File: src/verilog/flash_prot_pkg.sv
// flash_prot_pkg: register map, field layout and codes of the flash
// configuration and protection register block.
// assumes a 32-bit avalon-mm bus with byte addresses, one word per register.
package flash_prot_pkg;

  // ==========================================================
  // register indices (byte address is four times the index)
  localparam logic [9:0] IDX_TEST = 10'h102;
  localparam logic [9:0] IDX_CFG = 10'h103;
  localparam logic [9:0] IDX_PROT = 10'h104;
  localparam logic [9:0] IDX_EVT = 10'h110;
  localparam logic [9:0] IDX_MASK = 10'h111;
  localparam logic [9:0] IDX_FAULT = 10'h112;
  localparam int ADDR_W = 12;
  localparam int IDX_LSB = 2;

  // ==========================================================
  // config register fields
  localparam int CFG_BUF_IE = 7;
  localparam int CFG_DONE_IE = 6;
  localparam int CFG_KEY_EN = 5;
  localparam logic [7:0] CFG_RESET = 8'h00;

  // ==========================================================
  // protection register fields and codes
  localparam int HI_MSB = 7;
  localparam int HI_LSB = 3;
  localparam int LO_MSB = 2;
  localparam logic [4:0] HI_NONE = 5'h1f;
  localparam logic [2:0] LO_NONE = 3'h7;
  localparam logic [5:0] KB_FULL = 6'h20;

  // backdoor enable field code meaning enabled
  localparam logic [1:0] BACKDOOR_ENABLE_FIELD_ON = 2'h2;

  // ==========================================================
  // event status bits (mask register has the same layout)
  localparam int EV_BUF = 0;
  localparam int EV_DONE = 1;
  localparam int EV_VIOL = 2;
  localparam int EV_MASS = 3;
  localparam int EV_N = 4;

  // fault register bits
  localparam int FLT_VIOL = 0;
  localparam int FLT_SPECIAL = 1;
  localparam int FLT_BACKDOOR_ENABLE_FIELD = 2;

  // command kinds from the command controller
  localparam logic [1:0] CMD_PROG = 2'h0;
  localparam logic [1:0] CMD_SECT = 2'h1;
  localparam logic [1:0] CMD_MASS = 2'h2;

  // flash array offset width (32 kbytes) and 1 kbyte sector index
  localparam int FA_W = 15;
  localparam int SECT_LSB = 10;

  typedef enum logic [0:0] {ST_LOAD, ST_RUN} boot_e;

endpackage

File: src/verilog/flash_prot_regs.sv
// flash_prot_regs: configuration, protection and fault registers of a
// 32 kbyte program flash, with protection checking of commands.
// assumes command controller and nonvolatile field on the same clock.
//
// Contract
// - test register reads zero, ignores writes
// - config holds only two irq enables, key bit
// - key bit writable only when backdoor enabled
// - buffer-empty enable gates buffer-empty interrupt
// - complete enable gates all-done interrupt
// - key bit steers array writes to keys
// - array reads served while key bit set
// - normal mode protection may only grow
// - special mode protection written freely
// - protection loaded from nonvolatile byte at reset
// - protected program/erase rejected, violation flag set
// - mass erase refused if anything protected
// - high field protects (value+1) kbytes upward
// - low field decodes sizes, 111 none
// - low codes 000, 001, 010 protect everything
// - backdoor enabled only for code 10
// - violation flag blocks commands until cleared
//
// Implementation choice: the Avalon-MM slave port.
`timescale 1ns/10ps
`default_nettype none

module flash_prot_regs (
  // clock and reset
  input wire logic ref_clk,
  input wire logic reset_n,
  // avalon-mm slave
  input wire logic [flash_prot_pkg::ADDR_W-1:0] address,
  input wire logic read,
  input wire logic write,
  input wire logic [3:0] byteenable,
  input wire logic [31:0] writedata,
  output logic [31:0] readdata,
  output logic waitrequest,
  // nonvolatile configuration field
  input wire logic [7:0] nv_prot_byte,
  input wire logic [1:0] nv_backdoor_enable_field,
  // chip mode
  input wire logic special_mode,
  // command controller flags
  input wire logic buffer_empty_flag,
  input wire logic all_cmds_done_flag,
  // program or erase request from command controller
  input wire logic cmd_req,
  input wire logic [1:0] cmd_kind,
  input wire logic [flash_prot_pkg::FA_W-1:0] cmd_addr,
  output logic cmd_grant,
  output logic cmd_reject,
  // cpu access to the flash array
  input wire logic array_wr,
  input wire logic array_rd,
  output logic seq_start,
  output logic key_write,
  output logic array_rd_ok,
  // state shown to the rest of the flash
  output logic [7:0] protection_reg,
  output logic backdoor_key_write_en,
  output logic protection_violation_flag,
  output logic irq
);

  // ==========================================================
  // helpers

  // kbytes protected from the bottom of the array
  function automatic logic [5:0] low_kb(input logic [2:0] code);
    case (code)
      3'h3: low_kb = 6'h04;
      3'h4: low_kb = 6'h03;
      3'h5: low_kb = 6'h02;
      3'h6: low_kb = 6'h01;
      3'h7: low_kb = 6'h00;
      default: low_kb = flash_prot_pkg::KB_FULL;
    endcase
  endfunction

  // whether an array offset falls in a protected range
  function automatic logic is_prot(input logic [7:0] p,
                                   input logic [flash_prot_pkg::FA_W-1:0] a);
    logic [4:0] sect;
    logic [4:0] hi;
    sect = a[flash_prot_pkg::FA_W-1:flash_prot_pkg::SECT_LSB];
    hi = p[flash_prot_pkg::HI_MSB:flash_prot_pkg::HI_LSB];
    is_prot = ((hi != flash_prot_pkg::HI_NONE) && (sect > hi))
      || ({1'b0, sect} < low_kb(p[flash_prot_pkg::LO_MSB:0]));
  endfunction

  // ==========================================================
  // bus timing: one wait state, then the access takes effect
  // read data are captured on the edge ending the wait cycle, ready once waitrequest drops
  logic wait_r;
  logic req;
  logic take_rd;
  logic take_wr;
  logic [9:0] idx;
  logic wr_lane;

  assign req = read | write;
  assign take_rd = read & ~wait_r;
  assign take_wr = write & ~wait_r;
  assign idx = address[flash_prot_pkg::ADDR_W-1:flash_prot_pkg::IDX_LSB];
  assign wr_lane = take_wr & byteenable[0];

  always_ff @(posedge ref_clk or negedge reset_n) begin
    if (!reset_n) begin
      wait_r <= 1'b1;
    end else begin
      wait_r <= ~(req & wait_r);
    end
  end

  // ==========================================================
  // reset load of nonvolatile values
  flash_prot_pkg::boot_e boot_r;
  logic [1:0] backdoor_enable_field_r;
  logic backdoor_enable_field_on;

  assign backdoor_enable_field_on = (backdoor_enable_field_r == flash_prot_pkg::BACKDOOR_ENABLE_FIELD_ON);

  always_ff @(posedge ref_clk or negedge reset_n) begin
    if (!reset_n) begin
      boot_r <= flash_prot_pkg::ST_LOAD;
    end else begin
      case (boot_r)
        flash_prot_pkg::ST_LOAD: boot_r <= flash_prot_pkg::ST_RUN;
        flash_prot_pkg::ST_RUN: boot_r <= flash_prot_pkg::ST_RUN;
        default: boot_r <= flash_prot_pkg::ST_LOAD;
      endcase
    end
  end

  always_ff @(posedge ref_clk or negedge reset_n) begin
    if (!reset_n) begin
      backdoor_enable_field_r <= 2'h0;
    end else if (boot_r == flash_prot_pkg::ST_LOAD) begin
      backdoor_enable_field_r <= nv_backdoor_enable_field;
    end
  end

  // ==========================================================
  // config register
  logic buf_ie_r;
  logic done_ie_r;
  logic key_en_r;
  logic cfg_wr;

  assign cfg_wr = wr_lane & (idx == flash_prot_pkg::IDX_CFG);

  always_ff @(posedge ref_clk or negedge reset_n) begin
    if (!reset_n) begin
      buf_ie_r <= flash_prot_pkg::CFG_RESET[flash_prot_pkg::CFG_BUF_IE];
      done_ie_r <= flash_prot_pkg::CFG_RESET[flash_prot_pkg::CFG_DONE_IE];
      key_en_r <= flash_prot_pkg::CFG_RESET[flash_prot_pkg::CFG_KEY_EN];
    end else if (cfg_wr) begin
      buf_ie_r <= writedata[flash_prot_pkg::CFG_BUF_IE];
      done_ie_r <= writedata[flash_prot_pkg::CFG_DONE_IE];
      if (backdoor_enable_field_on) begin
        key_en_r <= writedata[flash_prot_pkg::CFG_KEY_EN];
      end
    end
  end

  // ==========================================================
  // protection register
  logic [7:0] prot_r;
  logic prot_wr;
  logic grows;
  logic [4:0] new_hi;
  logic [4:0] old_hi;

  assign prot_wr = wr_lane & (idx == flash_prot_pkg::IDX_PROT);
  assign new_hi = writedata[flash_prot_pkg::HI_MSB:flash_prot_pkg::HI_LSB];
  assign old_hi = prot_r[flash_prot_pkg::HI_MSB:flash_prot_pkg::HI_LSB];
  // lower high start and larger low size both mean more protection
  assign grows = (new_hi <= old_hi)
    && (low_kb(writedata[flash_prot_pkg::LO_MSB:0])
        >= low_kb(prot_r[flash_prot_pkg::LO_MSB:0]));

  always_ff @(posedge ref_clk or negedge reset_n) begin
    if (!reset_n) begin
      prot_r <= {flash_prot_pkg::HI_NONE, flash_prot_pkg::LO_NONE};
    end else if (boot_r == flash_prot_pkg::ST_LOAD) begin
      prot_r <= nv_prot_byte;
    end else if (prot_wr && (special_mode || grows)) begin
      prot_r <= writedata[7:0];
    end
  end

  // ==========================================================
  // command checking
  logic viol_r;
  logic any_prot;
  logic cmd_bad;
  logic cmd_go;
  logic mass_refuse;
  logic viol_set;
  logic viol_clr;

  assign any_prot = (old_hi != flash_prot_pkg::HI_NONE)
    || (prot_r[flash_prot_pkg::LO_MSB:0] != flash_prot_pkg::LO_NONE);
  assign mass_refuse = cmd_req && (cmd_kind == flash_prot_pkg::CMD_MASS)
    && any_prot;
  assign cmd_bad = mass_refuse
    || (cmd_req && (cmd_kind != flash_prot_pkg::CMD_MASS)
        && is_prot(prot_r, cmd_addr));
  assign viol_set = cmd_bad & ~viol_r;
  assign cmd_go = cmd_req & ~cmd_bad & ~viol_r
    & (boot_r == flash_prot_pkg::ST_RUN);

  always_ff @(posedge ref_clk or negedge reset_n) begin
    if (!reset_n) begin
      cmd_grant <= 1'b0;
      cmd_reject <= 1'b0;
    end else begin
      cmd_grant <= cmd_go;
      cmd_reject <= cmd_req & ~cmd_go;
    end
  end

  // software clears the flag by writing one to its fault bit
  assign viol_clr = wr_lane & (idx == flash_prot_pkg::IDX_FAULT)
    & writedata[flash_prot_pkg::FLT_VIOL];

  // violation flag: write one clears, a new violation wins
  always_ff @(posedge ref_clk or negedge reset_n) begin
    if (!reset_n) begin
      viol_r <= 1'b0;
    end else begin
      viol_r <= (viol_r & ~viol_clr) | cmd_bad;
    end
  end

  // ==========================================================
  // array access steering
  always_ff @(posedge ref_clk or negedge reset_n) begin
    if (!reset_n) begin
      seq_start <= 1'b0;
      key_write <= 1'b0;
      array_rd_ok <= 1'b0;
    end else begin
      seq_start <= array_wr & ~key_en_r & ~viol_r;
      key_write <= array_wr & key_en_r;
      array_rd_ok <= array_rd;
    end
  end

  // ==========================================================
  // events and interrupt
  logic buf_d_r;
  logic done_d_r;
  logic [flash_prot_pkg::EV_N-1:0] evt_r;
  logic [flash_prot_pkg::EV_N-1:0] mask_r;
  logic [flash_prot_pkg::EV_N-1:0] evt_in;
  logic [flash_prot_pkg::EV_N-1:0] evt_clr;
  logic [7:0] rd_val;
  logic mask_wr;

  always_comb begin
    evt_in = '0;
    evt_in[flash_prot_pkg::EV_BUF] = buffer_empty_flag & ~buf_d_r;
    evt_in[flash_prot_pkg::EV_DONE] = all_cmds_done_flag & ~done_d_r;
    evt_in[flash_prot_pkg::EV_VIOL] = viol_set;
    evt_in[flash_prot_pkg::EV_MASS] = mass_refuse;
  end

  // a status read clears only the bits it returned
  assign evt_clr = (take_rd && idx == flash_prot_pkg::IDX_EVT)
    ? readdata[flash_prot_pkg::EV_N-1:0] : '0;
  assign mask_wr = wr_lane & (idx == flash_prot_pkg::IDX_MASK);

  // edge detectors idle low like their flags, so reset gives no false rise
  always_ff @(posedge ref_clk or negedge reset_n) begin
    if (!reset_n) begin
      buf_d_r <= 1'b0;
      done_d_r <= 1'b0;
    end else begin
      buf_d_r <= buffer_empty_flag;
      done_d_r <= all_cmds_done_flag;
    end
  end

  // sticky status: a new event wins over a clearing read
  always_ff @(posedge ref_clk or negedge reset_n) begin
    if (!reset_n) begin
      evt_r <= '0;
    end else begin
      evt_r <= (evt_r & ~evt_clr) | evt_in;
    end
  end

  always_ff @(posedge ref_clk or negedge reset_n) begin
    if (!reset_n) begin
      mask_r <= '0;
    end else if (mask_wr) begin
      mask_r <= writedata[flash_prot_pkg::EV_N-1:0];
    end
  end

  always_ff @(posedge ref_clk or negedge reset_n) begin
    if (!reset_n) begin
      irq <= 1'b0;
    end else begin
      irq <= (buf_ie_r & buffer_empty_flag)
        | (done_ie_r & all_cmds_done_flag)
        | (|(evt_r & mask_r));
    end
  end

  // ==========================================================
  // read mux, sampled in the wait cycle
  always_comb begin
    rd_val = 8'h00;
    case (idx)
      flash_prot_pkg::IDX_TEST: rd_val = 8'h00;
      flash_prot_pkg::IDX_CFG: begin
        rd_val[flash_prot_pkg::CFG_BUF_IE] = buf_ie_r;
        rd_val[flash_prot_pkg::CFG_DONE_IE] = done_ie_r;
        rd_val[flash_prot_pkg::CFG_KEY_EN] = key_en_r;
      end
      flash_prot_pkg::IDX_PROT: rd_val = prot_r;
      flash_prot_pkg::IDX_EVT: rd_val[flash_prot_pkg::EV_N-1:0] = evt_r;
      flash_prot_pkg::IDX_MASK: rd_val[flash_prot_pkg::EV_N-1:0] = mask_r;
      flash_prot_pkg::IDX_FAULT: begin
        rd_val[flash_prot_pkg::FLT_VIOL] = viol_r;
        rd_val[flash_prot_pkg::FLT_SPECIAL] = special_mode;
        rd_val[flash_prot_pkg::FLT_BACKDOOR_ENABLE_FIELD] = backdoor_enable_field_on;
      end
      default: rd_val = 8'h00;
    endcase
  end

  always_ff @(posedge ref_clk or negedge reset_n) begin
    if (!reset_n) begin
      readdata <= '0;
    end else if (read & wait_r) begin
      readdata <= {24'h000000, rd_val};
    end
  end

  // ==========================================================
  // registered views
  always_ff @(posedge ref_clk or negedge reset_n) begin
    if (!reset_n) begin
      protection_reg <= {flash_prot_pkg::HI_NONE, flash_prot_pkg::LO_NONE};
    end else begin
      protection_reg <= prot_r;
    end
  end

  always_ff @(posedge ref_clk or negedge reset_n) begin
    if (!reset_n) begin
      backdoor_key_write_en <= 1'b0;
    end else begin
      backdoor_key_write_en <= key_en_r;
    end
  end

  always_ff @(posedge ref_clk or negedge reset_n) begin
    if (!reset_n) begin
      protection_violation_flag <= 1'b0;
    end else begin
      protection_violation_flag <= viol_r;
    end
  end

  assign waitrequest = wait_r;

endmodule // flash_prot_regs

`default_nettype wire

File: config.mk
export PLATFORM = sky130hd
export DESIGN_NAME = flash_prot_regs
export DESIGN_NICKNAME = d
export VERILOG_FILES = /design/src/verilog/flash_prot_pkg.sv /design/src/verilog/flash_prot_regs.sv
export SDC_FILE = /design/constraint.sdc
export NUM_CORES = 1
export LEC_CHECK = 0
export BUFFER_PORTS_ARGS = -buffer_cell sky130_fd_sc_hd__buf_4
export CORE_MARGIN = 3
export CORE_UTILIZATION = 46
export DETAILED_ROUTE_END_ITERATION = 8
export GPL_TIMING_DRIVEN = 1
export PLACE_DENSITY = 0.86
export SLEW_MARGIN = 0
export SYNTH_ARGS = -nofsm -noshare
export SYNTH_HDL_FRONTEND = slang
export SYNTH_SLANG_ARGS = --single-unit
File: constraint.sdc
create_clock -name ref_clk -period 2.8 [get_ports ref_clk]
set_clock_uncertainty 0.05 [all_clocks]
set_input_delay 0 -clock ref_clk [delete_from_list [all_inputs] [get_ports ref_clk]]
set_output_delay 0 -clock ref_clk [all_outputs]
set_load 0.05 [all_outputs]
After elaboration in Yosys (flattened, before gate mapping)
Index checks and enable logic that the tools add are counted.

cells by class
  order comparisons = 4
  equality and inequality tests = 21
  mux-type cells = 9
  bitwise operators = 40
  reductions and logical operators = 14

operators by type and width
  operator                                               number
  case mux 6 bit (5 select lines)                        2
  equality test 10 x 9 -> 1 bit (second input constant)  5
  equality test 3 bit (second input constant)            8
  bitwise AND 1 bit                                      23
  two-way mux 8 bit                                      2
  case mux 3 bit (4 select lines)                        1
  NOT 1 bit                                              9
  bitwise AND 4 bit                                      2
  logical AND 1 bit                                      8
  equality test 3 x 2 -> 1 bit (second input constant)   2
  >= comparator 6 bit                                    1
  < comparator 5 x 6 -> 1 bit                            1
  case mux 3 bit (2 select lines)                        1
  > comparator 5 bit                                     1
  <= comparator 5 bit                                    1
  != test 5 bit (second input constant)                  1
  equality test 2 bit (second input constant)            2
  logical OR 1 bit                                       4
  two-way mux 4 bit                                      1
  NOT 4 bit                                              1
  bitwise OR 1 bit                                       4
  bitwise OR 4 bit                                       1
  OR reduction 4 bit                                     1
  != test 3 bit (second input constant)                  1
  other kinds (5)                                        5

storage, ports and cells
  bits in registers = 50
  bits of input ports = 85
  output and inout bits = 49
  word-level logic and storage cells = 110

Depth between registers and ports, before layout
Gate-level depths: netlist of the first run.

  depth after elaboration = 12
  mapped depth = 8
  gate-level depth less buffers = 8

Worst setup path after synthesis of the first run
Ideal clock, no wire load.

  path kind = reg2reg
  start = reg prot_r[2]
  end = reg prot_r[0]
  setup time = 98 ps
  arrival = 2101 ps
  required time = 2652 ps
  path slack = 550 ps
  stages on the path, launching flop included = 9
  buffers on the path = 0
  period minus slack after synthesis = 2250 ps
  cell sequence = dfstp_2 inv_1 nor2_1 ha_1 nand2b_1 a2111oi_0 nor3_1 o2111a_1 a221oi_1

on the way
  longest elaborated chain between the ends = 7
  elaborated cells between the ends (all ways) = 11
  classes of those cells = order compare (1); eq/ne (6); mux (1); reduce/logical (3)

RTL lines
  element                                                                     RTL line                text
  start: declaration                                                          flash_prot_regs.sv:170  logic [7:0] prot_r;
  start signal: assignment                                                    flash_prot_regs.sv:186  prot_r <= {flash_prot_pkg::HI_NONE, flash_prot_pkg::LO_NONE};
  start signal: assignment                                                    flash_prot_regs.sv:188  prot_r <= nv_prot_byte;
  start signal: assignment                                                    flash_prot_regs.sv:190  prot_r <= writedata[7:0];
  equality test 3 bit / equality test 3 x 2 -> 1 bit (equally long branches)  flash_prot_regs.sv:72   case (code)
  case mux 6 bit (5 select lines) *                                           flash_prot_regs.sv:72
  >= comparator 6 bit *                                                       flash_prot_regs.sv:182  >= low_kb(prot_r[flash_prot_pkg::LO_MSB:0]));
  logical AND 1 bit *                                                         flash_prot_regs.sv:181  && (low_kb(writedata[flash_prot_pkg::LO_MSB:0])
  logical OR 1 bit *                                                          flash_prot_regs.sv:189  end else if (prot_wr && (special_mode || grows)) begin
  logical AND 1 bit *                                                         flash_prot_regs.sv:189
  != test 2 x 1 -> 1 bit (no line) *                                          n/a

Mark *: on every way between the ends. The rest lies on a longest branch, timed or not.
A chain may end at the register's enable or synchronous reset.

Final worst setup path of the first run
  start = reg prot_r[2]
  end = reg prot_r[4]

The elaborated chain is that of the path after synthesis.

==> results.md, run 1 <==
* Power Total at around 1900 uW
* Reg-to-Reg Start: prot_r[2]
* CTS Buffer Depth at 2
* IO Port Bufs at 70
* Status: finished, final reports clean
* Antenna violations before repair at 0
* Synth top area share at 30.0%
* Worst setup EP type: flip-flop
* Final setup fails at 0
* Clock transition at the registers of the reported paths at ~100 ps
* Setup TNS Final at 0 ps
* Synthesized area at 0.00276 mm^2
* Clk_lat worst skew at 310 ps
* Post-route cell area at 0.00364 mm^2
* RSZ-0062 raised after global routing: false
* HP Class: input port to flip-flop
* Dominant cells by area after synthesis: dfrtp_1 30%, dfstp_2 16%, ha_1 7.3%, buf_4 6.5%, nand2_1 3.5%
* Slew headroom at 59.4%
* Worst VDD drop at 0.287 mV
* Yosys cell types at 49
* Global-route wire length before repair at 11.7 mm
* R2R Path End: prot_r[4]
* Cell Rows at 27
* Area of the multi-input gates at 0.00131 mm^2
* Wirelength per Cell at 16.1 um
* YS warnings at 0
* Die width at 83.4 um
* FF+latch count, synth at 50
* Final net count at between 400 and 500
* Worst R2R Setup Slack at 170 ps
* Worst Path Required at 2990 ps
* Vias per cell at 5.45
* Total CTS buffers at 5
* HP Start: special_mode
* Routability cong. at between 0.8 and 0.9
* Setup bufs post-CTS at 0
* List of most frequent post-synthesis cells: 33 x dfrtp_1, 26 x nand2_1, 24 x buf_4, 20 x inv_1, 17 x dfstp_2
* Max stage delay on crit path at around 600 ps
* CP max-delay cell: dfstp_2
* Layout cells sized above 1 at between 20% and 30%
* Max-Cap Viols at 0
* Vias at about 2,400
* Core utilization of the finished layout at 64.5%
* Hold Path Depth at 3
* CP Data Arrival Time at between 2000 and 3000 ps
* Total grt overflow at 0
* Vias in the first global route at about 2,400
* Crit. Startpoint: prot_r[2]
* Core area at 0.00564 mm^2
* Register area share after synthesis at between 40% and 50%
* ANT cells at 0
* # IOs at 134
* Endpoint, Worst Hold: readdata[1]
* Initial DRC Count at 139
* Filler Cells Inserted at 425
* Synthesis-to-layout area growth at 32.2%
* Critical path class: flip-flop to flip-flop
* Synth area leader: dfrtp_1
* GRT Overall Usage at 20.9%
* First-pass detailed-route iteration total at 4
* DRC Markers at 0
* Sink Count at 50
* Count leader, synth: dfrtp_1
* Die span in y at 83.4 um
* Largest net degree at the start of global routing at 51
* Die area at 0.00695 mm^2
* Fmax at around 0.38 GHz
* CP Launch Type: flip-flop
* Tcrit/Tclk final at 93.9%
* Max Transition Viols Final at 0
* Crit-path max FO at 8
* Placed instance area at 0.00327 mm^2
* Synth Flop Type: dfrtp_1
* Leakage at 0.00173 uW
* Clock Tree Root: clkbuf_8
* Final min period at roughly 2600 ps
* Slew @ Worst Pin at 609 ps
* Starting Density at 48.8%
* Syn Inst Count at 269
* Hold Violations, Final at 0
* Async set-or-reset flop fraction in the synthesized netlist at 100%
* Routed WL at 7.13 mm
* CTS H-tree depth at 2
* Hpwl dp at 5.16 mm
* Post-synth EDFFs at 0
* Register-to-Register Path Depth at 8
* Register Area at 0.00127 mm^2
* Critical path cell sequence: inv_1, nor2_1, ha_1, nand2b_1, a2111oi_0, nor3_1, o221ai_2, mux2i_1
* Antenna Nets Post-Route at 0
* Pwr/cell area at about 500 mW/mm^2
* Syn Area/Cell at 10.2 um^2
* TritonCTS clock tree: done
==> timing repair <==
| action | 4_1_cts | 5_1_grt |
|---|---|---|
| endpoints found under the setup margin | 0 | 3 |
| hold buffers | 26 | 0 |
| resized for setup | 0 | 1 |
| hold endpoints to repair | 61 | 0 |
==> metal layers <==
metal,routed length [um],vias up,global-route usage [%]
met1,2740,1156,24.1
met3,594,24,4.96
met4,234,0,9.36
met5,0,-,0
li1,-,1111,-
met2,3550,118,36.6
==> power by group <==
part	total (uW)	internal, uW	switching, uW
logic	521	193	328
clock network	501	267	235
registers	847	799	47.1
==> how the worst max path moves through the flow <==
| stage | end | slack [ps] | cells past startpoint |
|---|---|---|---|
| detailed placement | prot_r[2] | 190 | 8 |
| finish | prot_r[4] | 170 | 8 |
| global placement | prot_r[1] | 320 | 8 |
| CTS | prot_r[2] | 170 | 8 |
| floorplan | prot_r[0] | 550 | 8 |
| global route | prot_r[4] | 6 | 8 |
==> layout make-up <==
class                      instances  share of cell area (%)
clock buffer                       6                    1.99
clock inverter                     2                    1.03
inverter                          20                    2.06
multi-input combinational        196                    35.9
sequential                        50                    34.9
tap                               72                    2.47
timing repair buffer              96                    21.6
==> per-stage QoR <==
step           worst slack [ps]  std cells  hold slack (ps)
6_report                    171        442             9.47
3_3_place_gp                318        408            -10.9
2_1_floorplan               550        292             -346
4_1_cts                     173        442             11.0
3_5_place_dp                188        408            -2.95
5_1_grt                    6.22        442             29.6
==> cells by family after synthesis <==
kind of cell / after synthesis / synth area share, %
DFF: 50 / 46.2
other: 2 / 0.273
AOI/OAI and AO/OA: 65 / 17.8
buffers and inverters: 46 / 9.54
adders and majority gates: 16 / 7.27
and+or+nand+nor: 83 / 16.1
muxes: 7 / 2.77
==> cells in the final DEF (no fill, tap or decap), types with 2 or more instances in the layout <==
| master | count |
|---|---|
| buf_4 | 70 |
| dfrtp_1 | 33 |
| nand2_1 | 26 |
| dlygate4sd3_1 | 26 |
| conb_1 | 25 |
| inv_1 | 20 |
| dfstp_2 | 17 |
| o21ai_0 | 16 |
| nor2_1 | 16 |
| ha_1 | 16 |
| a22oi_1 | 10 |
| nand3_1 | 8 |
| nor2b_1 | 7 |
| a221oi_1 | 7 |
| a21oi_1 | 6 |
| a2bb2oi_1 | 6 |
| nand2b_1 | 5 |
| mux2_2 | 5 |
| clkbuf_8 | 5 |
| nor3_1 | 4 |
| o31ai_1 | 4 |
| a21o_1 | 2 |
| or2_2 | 2 |
| nand3b_1 | 2 |
| a22o_1 | 2 |
| a21boi_0 | 2 |
| and2_1 | 2 |
| mux2i_1 | 2 |
==> worst max-delay path: cells and delay by family, from the launching register on <==
kind | cells | cell delay [ps]
buf+inv | 1 | 90
simple gates | 3 | 440
mux | 1 | 280
flops | 1 | 600
fa+ha+maj | 1 | 240
compound gates | 2 | 860
Power figures use the tool's default switching activity.
==> run 2, diff against run 1 <==
CORE_MARGIN = unset   (was 3)
clock period = 2.9 ns   (was 2.8 ns; I/O delays follow)
==> run 2 against run 1 <==
Final area shrank 0.52%. Non-clock buffer count is the same. Worst setup slack gained 24 ps. Routed wire length shrank 3.6%. Utilization shrank 0.33 points. Critical path depth is the same. Power shrank 7.6%. Critical path type unchanged. Critical endpoint is now prot_r[3].
==> results.md, run 2 (synthesized netlist as in run 1, its figures left out) <==
* Status: finished, final reports clean
* Routability cong. at roughly 0.86
* Slew @ Worst Pin at 593 ps
* Leakage at roughly 0.0017 uW
* Setup bufs post-CTS at 0
* Hold Violations, Final at 0
* Die width at 79.4 um
* Hold Path Depth at 3
* DP Cell Count at 408
* Critical path endpoint: prot_r[3]
* Most frequent cells in the layout: 70 x buf_4, 33 x dfrtp_1, 26 x nand2_1, 26 x dlygate4sd3_1, 25 x conb_1
* Most common cell after layout, fill and taps aside: buf_4
* Synthesis-to-layout area growth at 31.5%
* Total CTS buffers at 5
* Setup TNS Final at 0 ps
* Routed WL at 6.87 mm
* Total grt overflow at 0
* Max-Cap Viols at 0
* Vias per cell at 5.41
* TritonCTS clock tree: done
* Clock Tree Root: clkbuf_8
* Slew headroom at between 60% and 70%
* Antenna violations before repair at 0
* GRT Overall Usage at 22.5%
* HP Start: special_mode
* Pwr/cell area at 477 mW/mm^2
* Largest net degree at the start of global routing at 51
* Layout cells sized above 1 at 29.7%
* Cell Rows at 27
* R2R Path End: prot_r[3]
* Clk_lat worst skew at around 300 ps
* CTS Buffer Depth at 2
* Tcrit/Tclk final at between 90% and 100%
* ANT cells at 0
* Final min period at 2710 ps
* Starting Density at 48.8%
* HP Class: input port to flip-flop
* Worst Path Required at between 3000 and 4000 ps
* Worst VDD drop at around 0.29 mV
* DRC Markers at 0
* Wirelength per Cell at 15.5 um
* Hold-fix buffers, CTS at 26
* Vias at 2,391
* Final cell count without fillers at about 440
* Crit-path max FO at 7
* IO Port Bufs at 70
* CP Launch Type: flip-flop
* Sink Count at 50
* First-pass detailed-route iteration total at 6
* CTS H-tree depth at 2
* Die span in y at 79.4 um
* Register-to-Register Path Depth at 8
* Global-route wire length before repair at 11.0 mm
* Critical path class: flip-flop to flip-flop
* Fmax at 0.370 GHz
* Resized cells post-CTS at 0
* Clock transition at the registers of the reported paths at 100 ps
* Antenna Nets Post-Route at 0
* Core area at 0.00564 mm^2
* Die area at between 0.006 and 0.007 mm^2
* Initial DRC Count at 112
* Reg-to-Reg Start: prot_r[2]
* CP Data Arrival Time at 2860 ps
* Final setup fails at 0
* Vias in the first global route at 2,368
* RSZ-0062 raised after global routing: false
* Max Transition Viols Final at 0
* Crit. Startpoint: prot_r[2]
* # IOs at between 100 and 150
* Worst setup EP type: flip-flop
* Hpwl dp at 5.09 mm
* Worst R2R Setup Slack at about 200 ps
* Final net count at 470
[run 2: worst min path at each step]
stage / end / slack [ps]
after floorplan: array_rd_ok / -350
after detailed placement: evt_r[0] / 0.4
after global placement: evt_r[0] / -10
after global routing: readdata[1] / 30
final: readdata[1] / 30
after CTS: readdata[1] / 20
[run 2: per-layer routing]
| metal | global-route usage (%) | routed length, um | vias up |
|---|---|---|---|
| met5 | 0 | 0 | - |
| met4 | 9.27 | 146 | 0 |
| met3 | 3.20 | 428 | 16 |
| met2 | 40.1 | 3550 | 113 |
| met1 | 27.1 | 2740 | 1150 |
| li1 | - | - | 1112 |
[run 2: cell type report]
class / instances / area, um^2
fill: 428 / 2020
multi-input combinational: 196 / 1310
sequential: 50 / 1270
timing repair buffer: 96 / 786
tap: 72 / 90.1
inverter: 20 / 75.1
clock buffer: 5 / 68.8
clock inverter: 3 / 23.8
[run 2: through the flow]
step / hold slack (ps) / utilization (%) / area (um^2) / power (uW) / setup slack [ps]
floorplan: -346 / - / 2840 / 1160 / 650
global placement: -12.7 / 58.0 / 3270 / 1280 / 421
detailed placement: 0.446 / 58.0 / 3270 / 1290 / 269
CTS: 22.2 / 64.2 / 3620 / 1730 / 231
global route: 27.5 / 64.2 / 3620 / 1810 / 98.7
finish: 31.2 / 64.2 / 3620 / 1730 / 195
[run 2: critical path: stages (launching register included)]
cell and delay, ps:
dfstp_2 600, inv_1 90, nor2_1 120, ha_1 240
nand2b_1 150, a2111oi_0 440, nor3_1 180, o2111a_1 380
a221oi_1 350
[run 2: report_power, final]
part           switching, uW  internal [uW]  total, uW
registers               43.2            772        815
clock network            237            173        410
logic                    316            187        503
total                    596           1130       1730
